===== config.mk =====
export PLATFORM = sky130hd
export DESIGN_NAME = dpgr_regs
export DESIGN_NICKNAME = d
export VERILOG_FILES = /design/src/dpgr_pkg.sv /design/src/dpgr_regs.sv
export SDC_FILE = /design/constraint.sdc
export NUM_CORES = 1
export LEC_CHECK = 0
export ABC_CLOCK_PERIOD_IN_PS = 2200
export BUFFER_PORTS_ARGS = -buffer_cell sky130_fd_sc_hd__clkbuf_2
export CAP_MARGIN = 10
export CORE_UTILIZATION = 53
export CTS_CLUSTER_DIAMETER = 30
export DETAILED_ROUTE_END_ITERATION = 8
export PLACE_DENSITY_LB_ADDON = 0.05
export SLEW_MARGIN = 20
export SYNTH_ARGS = -nofsm -noshare
export SYNTH_HDL_FRONTEND = slang
export SYNTH_SLANG_ARGS = --single-unit

===== constraint.sdc =====
create_clock -name ref_clk -period 2.2 [get_ports ref_clk]
set_input_delay 0 -clock ref_clk [delete_from_list [all_inputs] [get_ports ref_clk]]
set_output_delay 0 -clock ref_clk [all_outputs]
set_load 0.05 [all_outputs]

===== src/dpgr_pkg.sv =====
/*
 general-register bank package: offsets, field positions, reset values, types.
 assumes a byte-wide dual-port register port on a single 125 MHz clock.
*/
`default_nettype none
package dpgr_pkg;
	localparam logic [7:0] OFF_CMD_ERR = 8'h12;
	localparam logic [7:0] OFF_PRG_ERR = 8'h13;
	localparam logic [7:0] OFF_SAMPLE = 8'h14;
	localparam logic [7:0] OFF_SEGMENT = 8'h18;
	localparam logic [7:0] OFF_FW_REV = 8'h20;
	localparam logic [7:0] OFF_AXIS_COUNT = 8'h26;
	localparam logic [7:0] OFF_ANALOG = 8'h27;
	localparam logic [7:0] OFF_PB_POLICY = 8'h28;
	localparam logic [7:0] OFF_UPD_INT = 8'h29;
	localparam logic [7:0] OFF_INPUT_COPY = 8'h2a;
	localparam logic [7:0] OFF_OUTPUT_PORT = 8'h2b;
	localparam logic [7:0] OFF_INT_CAUSE = 8'h30;
	localparam int SAMPLE_BYTES = 4;
	localparam int SEGMENT_BYTES = 2;
	localparam int FW_BYTES = 6;
	localparam int INT_BYTES = 2;
	localparam logic [7:0] RST_UPD_INT = 8'h00;
	localparam logic [7:0] RST_BYTE = 8'h00;
	localparam logic [1:0] POLICY_DROP_NEW = 2'h0;
	localparam logic [1:0] POLICY_STALL = 2'h1;
	localparam logic [1:0] POLICY_DROP_OLD = 2'h2;
	localparam int INT_INPUTS = 7;
	localparam int INT_CMD_DONE = 6;
	localparam int INT_PRG_STOP = 5;
	localparam int INT_USER = 4;
	localparam int INT_WATCHDOG = 3;
	localparam int INT_LIMIT = 2;
	localparam int INT_POS_ERR = 1;
	localparam int INT_ALL_DONE = 0;
	typedef struct packed {
		logic wr;
		logic rd;
		logic [7:0] addr;
		logic [7:0] wdata;
	} dpgr_req_t;
	typedef struct packed {
		logic cmd_err;
		logic [7:0] cmd_code;
		logic prg_err;
		logic [7:0] prg_code;
		logic [15:0] segment;
	} dpgr_post_t;
	typedef enum {ST_IDLE, ST_POST, ST_STAMP} dpgr_upd_state_t;
endpackage
`default_nettype wire


===== src/dpgr_regs.sv =====
/*
 general-register bank of the dual-port ram: error codes, sample counter,
 ids, i/o copies, program buffer policy, update pacing and interrupt cause.
 assumes the host port and the controller's posting inputs are synchronous to ref_clk.
*/
`timescale 1ns/10ps
`default_nettype none
module dpgr_regs #(
	parameter logic [47:0] FW_REVISION = 48'h000000000000, // arbitrary value
	parameter int AXES = 4,
	parameter bit ANALOG_FITTED = 1'b1
) (
	// clock and reset
	input wire logic ref_clk,
	input wire logic srst,
	// host dual-port access
	input wire dpgr_pkg::dpgr_req_t host_req,
	output logic [7:0] host_rdata,
	// controller posting side
	input wire logic sample_tick,
	input wire dpgr_pkg::dpgr_post_t post,
	input wire logic [15:0] int_events,
	input wire logic [7:0] input_port,
	output logic [7:0] output_port,
	output logic update_strobe,
	// program buffer flow control
	input wire logic pb_full,
	input wire logic prog_write,
	output logic pb_accept,
	output logic pb_drop_new,
	output logic pb_drop_old,
	output logic prog_stall
);
	if (AXES < 1 || AXES > 4) begin : g_axes_check
		$error("axes must be 1 to 4");
	end

	logic [7:0] cmd_err_reg, prg_err_reg, policy_reg, upd_int_reg;
	logic [7:0] in_copy_reg, out_shadow_reg, out_drive_reg;
	logic [31:0] sample_reg, sample_next;
	logic [15:0] segment_reg, int_cause_reg;
	logic [7:0] upd_cnt_reg;
	logic upd_due;
	dpgr_pkg::dpgr_upd_state_t upd_state;
	logic host_wr;

	assign host_wr = host_req.wr;

	function automatic logic hit(input logic [7:0] a, input logic [7:0] base, input int n);
		hit = (a >= base) && ({24'h0, a} < {24'h0, base} + n);
	endfunction

	// error codes: new error wins over host clear
	always_ff @(posedge ref_clk) begin
		if (srst) begin
			cmd_err_reg <= dpgr_pkg::RST_BYTE;
			prg_err_reg <= dpgr_pkg::RST_BYTE;
		end else begin
			if (post.cmd_err) begin
				cmd_err_reg <= post.cmd_code;
			end else if (host_wr && host_req.addr == dpgr_pkg::OFF_CMD_ERR) begin
				cmd_err_reg <= host_req.wdata;
			end
			if (post.prg_err) begin
				prg_err_reg <= post.prg_code;
			end else if (host_wr && host_req.addr == dpgr_pkg::OFF_PRG_ERR) begin
				prg_err_reg <= host_req.wdata;
			end
		end
	end

	// host control bytes
	always_ff @(posedge ref_clk) begin
		if (srst) begin
			policy_reg <= dpgr_pkg::RST_BYTE;
			upd_int_reg <= dpgr_pkg::RST_UPD_INT;
			out_shadow_reg <= dpgr_pkg::RST_BYTE;
		end else if (host_wr) begin
			if (host_req.addr == dpgr_pkg::OFF_PB_POLICY) begin
				policy_reg <= host_req.wdata;
			end else if (host_req.addr == dpgr_pkg::OFF_UPD_INT) begin
				upd_int_reg <= host_req.wdata;
			end else if (host_req.addr == dpgr_pkg::OFF_OUTPUT_PORT) begin
				out_shadow_reg <= host_req.wdata;
			end
		end
	end

	// outputs change only on the next sample
	always_ff @(posedge ref_clk) begin
		if (srst) begin
			out_drive_reg <= dpgr_pkg::RST_BYTE;
			in_copy_reg <= dpgr_pkg::RST_BYTE;
		end else if (sample_tick) begin
			out_drive_reg <= out_shadow_reg;
			in_copy_reg <= input_port;
		end
	end
	assign output_port = out_drive_reg;

	// sample counter, independent of host writes
	assign sample_next = sample_reg + 32'h1;
	always_ff @(posedge ref_clk) begin
		if (srst) begin
			sample_reg <= 32'h0;
		end else if (sample_tick) begin
			sample_reg <= sample_next;
		end
	end

	// update pacing: interval byte counts pairs of samples up to 128, above that no update is posted; zero means every sample
	always_ff @(posedge ref_clk) begin
		if (srst) begin
			upd_cnt_reg <= 8'h0;
		end else if (sample_tick) begin
			upd_cnt_reg <= upd_due ? 8'h0 : upd_cnt_reg + 8'h1;
		end
	end
	assign upd_due = ({1'b0, upd_cnt_reg} + 9'h1) >= {upd_int_reg, 1'b0};

	// posting sequence: data first, counter stamp last
	logic [31:0] sample_pub_reg;
	always_ff @(posedge ref_clk) begin
		if (srst) begin
			upd_state <= dpgr_pkg::ST_IDLE;
			segment_reg <= 16'h0;
			sample_pub_reg <= 32'h0;
		end else begin
			case (upd_state)
				dpgr_pkg::ST_IDLE: begin
					if (sample_tick && upd_due) upd_state <= dpgr_pkg::ST_POST;
				end
				dpgr_pkg::ST_POST: begin
					segment_reg <= post.segment;
					upd_state <= dpgr_pkg::ST_STAMP;
				end
				dpgr_pkg::ST_STAMP: begin
					sample_pub_reg <= sample_reg;
					upd_state <= dpgr_pkg::ST_IDLE;
				end
				default: upd_state <= dpgr_pkg::ST_IDLE;
			endcase
		end
	end
	assign update_strobe = (upd_state == dpgr_pkg::ST_STAMP);

	// interrupt cause: set wins over host clear
	always_ff @(posedge ref_clk) begin
		if (srst) begin
			int_cause_reg <= 16'h0;
		end else begin
			for (int i = 0; i < dpgr_pkg::INT_BYTES; i++) begin
				if (host_wr && host_req.addr == dpgr_pkg::OFF_INT_CAUSE + 8'(i)) begin
					int_cause_reg[i*8 +: 8] <= (int_cause_reg[i*8 +: 8] & ~host_req.wdata)
						| int_events[i*8 +: 8];
				end else begin
					int_cause_reg[i*8 +: 8] <= int_cause_reg[i*8 +: 8] | int_events[i*8 +: 8];
				end
			end
		end
	end

	// program buffer full policy
	always_comb begin
		pb_accept = prog_write && !pb_full;
		pb_drop_new = 1'b0;
		pb_drop_old = 1'b0;
		prog_stall = 1'b0;
		if (prog_write && pb_full) begin
			case (policy_reg[1:0])
				dpgr_pkg::POLICY_DROP_NEW: pb_drop_new = 1'b1;
				dpgr_pkg::POLICY_STALL: prog_stall = 1'b1;
				dpgr_pkg::POLICY_DROP_OLD: begin
					pb_drop_old = 1'b1;
					pb_accept = 1'b1;
				end
				default: pb_drop_new = 1'b1;
			endcase
		end
	end

	// read mux, registered
	logic [7:0] rd_next;
	logic [7:0] off;
	always_comb begin
		off = host_req.addr;
		rd_next = 8'h00;
		if (off == dpgr_pkg::OFF_CMD_ERR) begin
			rd_next = cmd_err_reg;
		end else if (off == dpgr_pkg::OFF_PRG_ERR) begin
			rd_next = prg_err_reg;
		end else if (hit(off, dpgr_pkg::OFF_SAMPLE, dpgr_pkg::SAMPLE_BYTES)) begin
			rd_next = sample_pub_reg[(off - dpgr_pkg::OFF_SAMPLE) * 8 +: 8];
		end else if (hit(off, dpgr_pkg::OFF_SEGMENT, dpgr_pkg::SEGMENT_BYTES)) begin
			rd_next = segment_reg[(off - dpgr_pkg::OFF_SEGMENT) * 8 +: 8];
		end else if (hit(off, dpgr_pkg::OFF_FW_REV, dpgr_pkg::FW_BYTES)) begin
			rd_next = FW_REVISION[(off - dpgr_pkg::OFF_FW_REV) * 8 +: 8];
		end else if (off == dpgr_pkg::OFF_AXIS_COUNT) begin
			rd_next = 8'(AXES);
		end else if (off == dpgr_pkg::OFF_ANALOG) begin
			rd_next = {7'h0, ANALOG_FITTED};
		end else if (off == dpgr_pkg::OFF_PB_POLICY) begin
			rd_next = policy_reg;
		end else if (off == dpgr_pkg::OFF_UPD_INT) begin
			rd_next = upd_int_reg;
		end else if (off == dpgr_pkg::OFF_INPUT_COPY) begin
			rd_next = in_copy_reg;
		end else if (off == dpgr_pkg::OFF_OUTPUT_PORT) begin
			rd_next = out_drive_reg;
		end else if (hit(off, dpgr_pkg::OFF_INT_CAUSE, dpgr_pkg::INT_BYTES)) begin
			rd_next = int_cause_reg[(off - dpgr_pkg::OFF_INT_CAUSE) * 8 +: 8];
		end
	end
	always_ff @(posedge ref_clk) begin
		if (srst) begin
			host_rdata <= 8'h00;
		end else if (host_req.rd) begin
			host_rdata <= rd_next;
		end
	end

	// assertions
	a_cmd_err_hold: assert property (@(posedge ref_clk) disable iff (srst)
		!post.cmd_err && !(host_wr && host_req.addr == dpgr_pkg::OFF_CMD_ERR) |=> $stable(cmd_err_reg))
		else $error("command error code changed without cause");
	a_cmd_err_load: assert property (@(posedge ref_clk) disable iff (srst)
		post.cmd_err |=> cmd_err_reg == $past(post.cmd_code))
		else $error("command error code not captured");
	a_prg_err_hold: assert property (@(posedge ref_clk) disable iff (srst)
		!post.prg_err && !(host_wr && host_req.addr == dpgr_pkg::OFF_PRG_ERR) |=> $stable(prg_err_reg))
		else $error("program error code changed without cause");
	a_prg_err_load: assert property (@(posedge ref_clk) disable iff (srst)
		post.prg_err |=> prg_err_reg == $past(post.prg_code))
		else $error("program error code not captured");
	a_counter_step: assert property (@(posedge ref_clk) disable iff (srst)
		sample_tick |=> sample_reg == $past(sample_reg) + 32'h1)
		else $error("sample counter did not step by one");
	a_counter_clear: assert property (@(posedge ref_clk)
		srst |=> sample_reg == 32'h0)
		else $error("sample counter not cleared by reset");
	a_counter_idle: assert property (@(posedge ref_clk) disable iff (srst)
		!sample_tick |=> $stable(sample_reg))
		else $error("sample counter moved without a tick");
	a_stamp_last: assert property (@(posedge ref_clk) disable iff (srst)
		upd_state == dpgr_pkg::ST_POST |=> update_strobe ##1 $stable(segment_reg))
		else $error("counter stamp not after posting");
	a_stamp_value: assert property (@(posedge ref_clk) disable iff (srst)
		update_strobe |=> sample_pub_reg == $past(sample_reg))
		else $error("published counter not taken at stamp");
	a_segment_post: assert property (@(posedge ref_clk) disable iff (srst)
		upd_state == dpgr_pkg::ST_POST |=> segment_reg == $past(post.segment))
		else $error("segment index not posted");
	a_input_copy: assert property (@(posedge ref_clk) disable iff (srst)
		sample_tick |=> in_copy_reg == $past(input_port))
		else $error("input copy not taken on sample");
	a_output_delay: assert property (@(posedge ref_clk) disable iff (srst)
		!sample_tick |=> $stable(output_port))
		else $error("outputs changed between samples");
	a_drop_new: assert property (@(posedge ref_clk) disable iff (srst)
		prog_write && pb_full && policy_reg == 8'h00 |-> pb_drop_new && !pb_accept)
		else $error("new data not dropped in policy zero");
	a_stall_policy: assert property (@(posedge ref_clk) disable iff (srst)
		prog_write && pb_full && policy_reg == 8'h01 |-> prog_stall && !pb_accept)
		else $error("program not stalled in policy one");
	a_drop_old: assert property (@(posedge ref_clk) disable iff (srst)
		prog_write && pb_full && policy_reg == 8'h02 |-> pb_drop_old && pb_accept)
		else $error("old data not dropped in policy two");
	a_cause_sticky: assert property (@(posedge ref_clk) disable iff (srst)
		int_events[dpgr_pkg::INT_WATCHDOG] |=> int_cause_reg[dpgr_pkg::INT_WATCHDOG])
		else $error("watchdog cause bit not set");
	a_cause_hold: assert property (@(posedge ref_clk) disable iff (srst)
		!int_events[dpgr_pkg::INT_ALL_DONE] && !(host_wr && host_req.addr == dpgr_pkg::OFF_INT_CAUSE)
		|=> $stable(int_cause_reg[dpgr_pkg::INT_ALL_DONE]))
		else $error("cause bit changed without event or clear");
	c_update_cycle: cover property (@(posedge ref_clk) disable iff (srst)
		sample_tick && upd_due ##1 upd_state == dpgr_pkg::ST_POST ##1 update_strobe);
	c_drop_old: cover property (@(posedge ref_clk) disable iff (srst) pb_drop_old);
	c_stall: cover property (@(posedge ref_clk) disable iff (srst) prog_stall);
	c_err_clear: cover property (@(posedge ref_clk) disable iff (srst)
		host_wr && host_req.addr == dpgr_pkg::OFF_CMD_ERR);
	c_cause_clear: cover property (@(posedge ref_clk) disable iff (srst)
		host_wr && host_req.addr == dpgr_pkg::OFF_INT_CAUSE && host_req.wdata != 8'h00);
endmodule
`default_nettype wire


==> metrics, run 1 <==
worst setup margin -0.174 ns; R2R Setup Slk -0.17 ns; crit-path cells and3_4 > nand3_4 > nor2_2 > xor2_1 > ha_1 > and3_4 > a221o_1 > a41oi_2 > buf_4 > a32o_1; FF+latch count, synth 170; Max-slew headroom 0.554; syn nets 1054; CP endpoint kind register; Synth cell types 76; Post-Place Setup Slack -0.210 ns; crit path from upd_cnt_reg[1]; most common cell in the synthesized netlist dfxtp_1; # IOs 102; Sink Count 170; H-tree depth 4; vias in the first global route 7213; Tmin final 2.37 ns; Clock Skews 0.00868 ns; FFs w/ async S/R, synth 0; combinational power share 0.091; Avg Inst Size Synth 8.69 um2; WL per Instance 17.9 um; CP dominant cell by count and3_4; maximum buffer depth of the clock tree 2; DR pass1 iterations 5; number of cell rows 45; antenna-violating nets left 0; Cells after Synth 956; first-pass GRT wire length 38700 um; DR DRC count 0; Core Box Area 15300 um2; nature of the critical path startpoint register; design area 10400 um2; Switching Power 1.76 mW; Post-synth EDFFs 0; crit path to upd_cnt_reg[7]; largest net degree at the start of global routing 93; Vias/cell 5.61; Reg2Reg Depth 10; switching part of the total 0.250; arrival time of the worst setup path 2.74 ns; Fmax 0.421 GHz; initial antenna violation count 0; chip width 127 um; dominant synthesized flop cell dfxtp_1; synth-to-layout area growth 25.5%; Yosys top cell area share 0.410; die height 127 um; gpl congestion 0.927; Final Hold Fails 0; GRT Util Overall 0.308; failing checks negative setup slack; Total Wirelength 24000 um; 1st-iter DRT viols 736; RR Endpoint upd_cnt_reg[7]; sequential share of the synthesized area 0.410; clock transition at the registers of the reported paths 0.07 ns; maximum vdd ir drop 0.540 mV; Synth Warn # 0; internal power 5.28 mW; worst slew pin tran 0.669 ns; Slowest-stage cell, CP dfxtp_4; top cells by count, synth dfxtp_1, nand2_1, nor2_1, a21oi_1, mux2i_1; HP Class input pin to register; CP max FO 4; number of CTS-inserted buffers 17; number of diodes 0; PD cells 675 nW/um2; share of cells above drive strength 1 0.201; status finished, violations left; maxcap violations 0; clock latency on the worst-skew pair 0.43 ns; clock power share 0.455; worst setup path category register to register; GR Overflow Total 0; CTS tree done; Synth Cell Area 8310 um2; vias 7521; register share of total power 0.454; die area 16200 um2; post-route core utilization 0.683; fin crit share 1.08; area post-placement 9180 um2; Clock Tree Root clkbuf_16; pins over their slew limit 0; Initial Util 0.544; Critical Path Max Stage Delay 0.37 ns; Leak 4.24 nW; final setup fails 9; area leader, netlist dfxtp_1; RSZ-0062 raised after global routing true; nets@finish 1215; IO buf count 101; dominant cells by area after synthesis dfxtp_1, mux2i_1, nand2_1; hpwl dp 16700 um; Crit Reg-Reg Startpoint upd_cnt_reg[1]; WP data required 2.57 ns
## timing repair
action | in CTS | in global routing
setup endpoints to repair | 9 | 9
hold buffers | 56 | 0
hold endpoints to repair | 56 | 0
buffers inserted | 2 | 0
pin swaps | 4 | 8
resized for setup | 7 | 2
## how the worst min path moves through the flow
stage,from,to,slack (ns),cells after the start
after floorplan,int_events[0],int_cause_reg[0],0.12,2
after global placement,int_events[7],int_cause_reg[7],0.21,3
after detailed placement,int_events[11],int_cause_reg[11],0.21,3
after CTS,host_req[2],policy_reg[2],0.0002,3
after global routing,host_req[2],policy_reg[2],0.04,3
final,host_req[2],upd_int_reg[2],0.02,3
## through the flow
step / hold slack [ns] / total power, mW / setup TNS (ns) / cells
final: 0.0169 / 7.04 / -1.27 / 1341
after global routing: 0.0402 / 7.27 / -2.23 / 1341
after CTS: 0.000180 / 7.07 / -1.26 / 1341
after detailed placement: 0.212 / 3.82 / -1.62 / 1251
after global placement: 0.207 / 3.82 / -1.40 / 1251
after floorplan: 0.117 / 3.60 / -0.0612 / 956
## power groups by stage
stage	clock (mW)	combinational [mW]	sequential, mW
2_1_floorplan	0	0.343	3.25
3_3_place_gp	0	0.552	3.26
3_5_place_dp	0	0.555	3.27
4_1_cts	3.24	0.636	3.19
5_1_grt	3.37	0.695	3.20
6_report	3.20	0.644	3.20
## per-layer routing
| layer | vias to the layer above | share of wire | global-route usage |
|---|---|---|---|
| met3 | 37 | 0.055 | 0.0565 |
| met5 | - | 0 | 0 |
| met1 | 3569 | 0.46 | 0.420 |
| li1 | 3676 | - | - |
| met4 | 0 | 0.022 | 0.0966 |
| met2 | 239 | 0.46 | 0.495 |
## cell families after synthesis
logic type	Yosys count	share of synthesized area
muxes	82	0.112
AOI/OAI and AO/OA	185	0.147
xor gates and xnor gates	34	0.0358
adders and majority gates	17	0.0256
buffers and inverters	76	0.0402
DFF	170	0.410
and+or+nand+nor	392	0.231
## cell type report
class / instances / area [um2]
repair buffers: 198 / 1400
inverters: 20 / 75.1
fillers: 1267 / 4830
multi-input cells: 710 / 4650
clock buffers: 19 / 443
clock inverters: 13 / 181
flip-flops and latches: 170 / 3410
well taps: 211 / 264
## critical path: cells and delay by family (launching register included)
| kind | cells | cell delay, ns |
|---|---|---|
| simple gates | 4 | 0.55 |
| buf+inv | 1 | 0.18 |
| fa+ha+maj | 1 | 0.29 |
| compound gates | 3 | 0.74 |
| xor+xnor | 1 | 0.19 |
| flops | 1 | 0.37 |
## layout by cell type, fill, tap and decap left out, types with 8 or more instances in the layout
master / n
dfxtp_1: 167
clkbuf_16: 17
nand4_1: 17
nand2_1: 162
a21oi_1: 81
mux4_2: 8
nor2b_1: 13
xor2_1: 23
o221ai_1: 9
nor2_1: 107
a211oi_1: 9
clkbuf_2: 100
o21ai_0: 20
xnor2_1: 9
nand3_1: 27
dlygate4sd3_1: 56
and3_1: 10
ha_1: 16
inv_1: 20
mux2i_1: 69
buf_4: 40
Power figures use the tool's default switching activity.
==> inputs of run 2 (changes only) <==
BUFFER_PORTS_ARGS = unset   (was -buffer_cell sky130_fd_sc_hd__clkbuf_2)
CORE_UTILIZATION = 58   (was 53)
DONT_BUFFER_PORTS = 1   (was unset)
==> run 2 against run 1 <==
  * The flow still finishes with violations (negative setup slack)
  * Largest power group unchanged
  * Clock power fell by 9.7%
  * Critical path depth rose by 1
  * Via count rose by 6.2%
  * Utilization rose by 10 points
  * Wire length rose by 7.0%
  * Combinational power fell by 30%
  * Sequential power barely moved
  * Flip-flop and latch count did not move
  * Fmax fell by 1.4%
==> metrics, run 2 (same netlist as run 1, synthesis figures left out) <==
Clock Skews 0.00787 ns (-0.000805 ns); gpl congestion 0.885 (-4.5%); design area 10900 um2 (+4.9%); maximum vdd ir drop 0.615 mV (+14%); number of diodes 0 (unchanged); # IOs 102 (unchanged); die height 122 um (-4.3%); hpwl dp 15500 um (-7.3%); WL per Instance 19.5 um (+9.3%); vias 7989 (+6.2%); register area 3420 um2 (+0.37%); largest net degree at the start of global routing 157 (+69%); Total Power 6.55 mW (-7.0%); footprint of the multi-input gates 4730 um2 (+1.7%); HP Class input pin to register; clock latency on the worst-skew pair 0.43 ns (about the same); failing checks negative setup slack; first-pass GRT wire length 40300 um (+4.2%); CTS tree done; chip width 122 um (-4.3%); WP data required 2.56 ns (about the same); Leak 4.60 nW (+8.5%); crit path from upd_cnt_reg[1]; pins over their slew limit 0 (unchanged); fillers 957 (-24%); GR Overflow Total 0 (unchanged); setup tns final -1.60 ns (-0.332 ns); IO buf count 0 (-100%); initial antenna violation count 0 (unchanged); GRT Util Overall 0.355 (+0.0476); most frequent cells in the layout nand2_1, dfxtp_1, dlygate4sd3_1, nor2_1, a21oi_1; CP max FO 8 (+4); worst slew pin tran 0.774 ns (+0.104 ns); worst setup margin -0.207 ns (-0.0334 ns); synth-to-layout area growth 31.6%; DR DRC count 0 (unchanged); RSZ-0062 raised after global routing true; final setup fails 9 (unchanged); CP endpoint kind register; share of cells above drive strength 1 0.128 (-0.0729); Clock Tree Root clkbuf_16; H-tree depth 4 (unchanged); antenna-violating nets left 0 (unchanged); PD cells 599 nW/um2 (-11%); vias in the first global route 7965 (+10%); Final Hold Fails 0 (unchanged); Vias/cell 6.08 (+8.5%); clock transition at the registers of the reported paths 0.07 ns (about the same); maxcap violations 0 (unchanged); maximum buffer depth of the clock tree 2 (unchanged); die area 14800 um2 (-8.5%); status finished, violations left; area post-placement 8600 um2 (-6.3%); nature of the critical path startpoint register; Total Wirelength 25700 um (+7.0%); arrival time of the worst setup path 2.76 ns (+0.02 ns); Tmin final 2.41 ns (+0.0334 ns); Initial Util 0.596 (+0.0517); worst setup path category register to register; Crit Reg-Reg Startpoint upd_cnt_reg[1]; DR pass1 iterations 5 (unchanged); Sink Count 170 (unchanged); most common cell after layout, fill and taps aside nand2_1; 1st-iter DRT viols 824 (+12%); nets@finish 1219 (+0.33%); number of CTS-inserted buffers 17 (unchanged); Core Box Area 13900 um2 (-8.7%); fin crit share 1.09 (+0.0152); Max-slew headroom 0.483 (-0.0714); number of cell rows 43 (-4.4%); hold path startpoint host_req[9]; Hold Slack 0.0543 ns (+0.0374 ns); Fmax 0.415 GHz (-1.4%)
==> run 2: changes by cell type in the layout (fill, tap and decap cells not counted), moves of 3 or more <==
cell / before / now
dlygate4sd3_1: 56 / 158
clkbuf_2: 100 / 0
dfxtp_1: 167 / 159
dfxtp_2: 1 / 8
buf_4: 40 / 43
inv_8: 3 / 0
nor4_1: 3 / 0
nor4_2: 1 / 4
==> run 2: cell type report <==
cell class                      instances  area share
Multi-Input combinational cell        710       0.433
Sequential cell                       170       0.313
Timing Repair Buffer                  202       0.175
Clock buffer                           21      0.0430
Tap cell                              180      0.0206
Clock inverter                         10     0.00847
Inverter                               20     0.00687
==> run 2: path summary, 6_finish.rpt <==
check / end / slack [ns] / depth (start not counted)
max: upd_cnt_reg[0] / -0.21 / 11
min: host_rdata[5] / 0.05 / 3
max reg2reg: upd_cnt_reg[0] / -0.21 / 11
min reg2reg: upd_state[0] / 0.47 / 1
==> run 2: critical path: stages, from the launching register on <==
cell and delay (ns):
dfxtp_4 0.37, and3_4 0.20, nand3_4 0.09, nor2_4 0.12, xor2_2 0.19, ha_1 0.28, a21o_1 0.19, a221o_1 0.38
a41oi_2 0.18, buf_6 0.17, nand2_4 0.05, o21ai_2 0.12
==> run 2: stage by stage <==
stage	cells	util	setup slack (ns)
CTS	1309	0.777	-0.224
global route	1313	0.785	-0.285
global placement	1118	0.617	-0.0667
finish	1313	0.785	-0.207
detailed placement	1118	0.617	-0.350
floorplan	956	-	-0.0291
==> run 2: per-layer routing <==
metal,share of wire,track usage,up-vias
met5,0,0,-
li1,-,-,3688
met3,0.084,0.0843,60
met1,0.41,0.449,3844
met2,0.48,0.578,397
met4,0.029,0.152,0
==> run 2: what timing repair did <==
| action | in CTS | in global routing |
|---|---|---|
| pin swaps | 12 | 16 |
| endpoints found under the hold margin | 170 | 0 |
| endpoints found under the setup margin | 9 | 19 |
| setup buffers | 2 | 4 |
| resized for setup | 12 | 21 |
| hold buffers | 158 | 0 |
==> run 2: power breakdown <==
group / internal, mW / switching (mW)
Clock: 1.64 / 1.25
Combinational: 0.242 / 0.211
Sequential: 3.15 / 0.0512
Total: 5.03 / 1.51
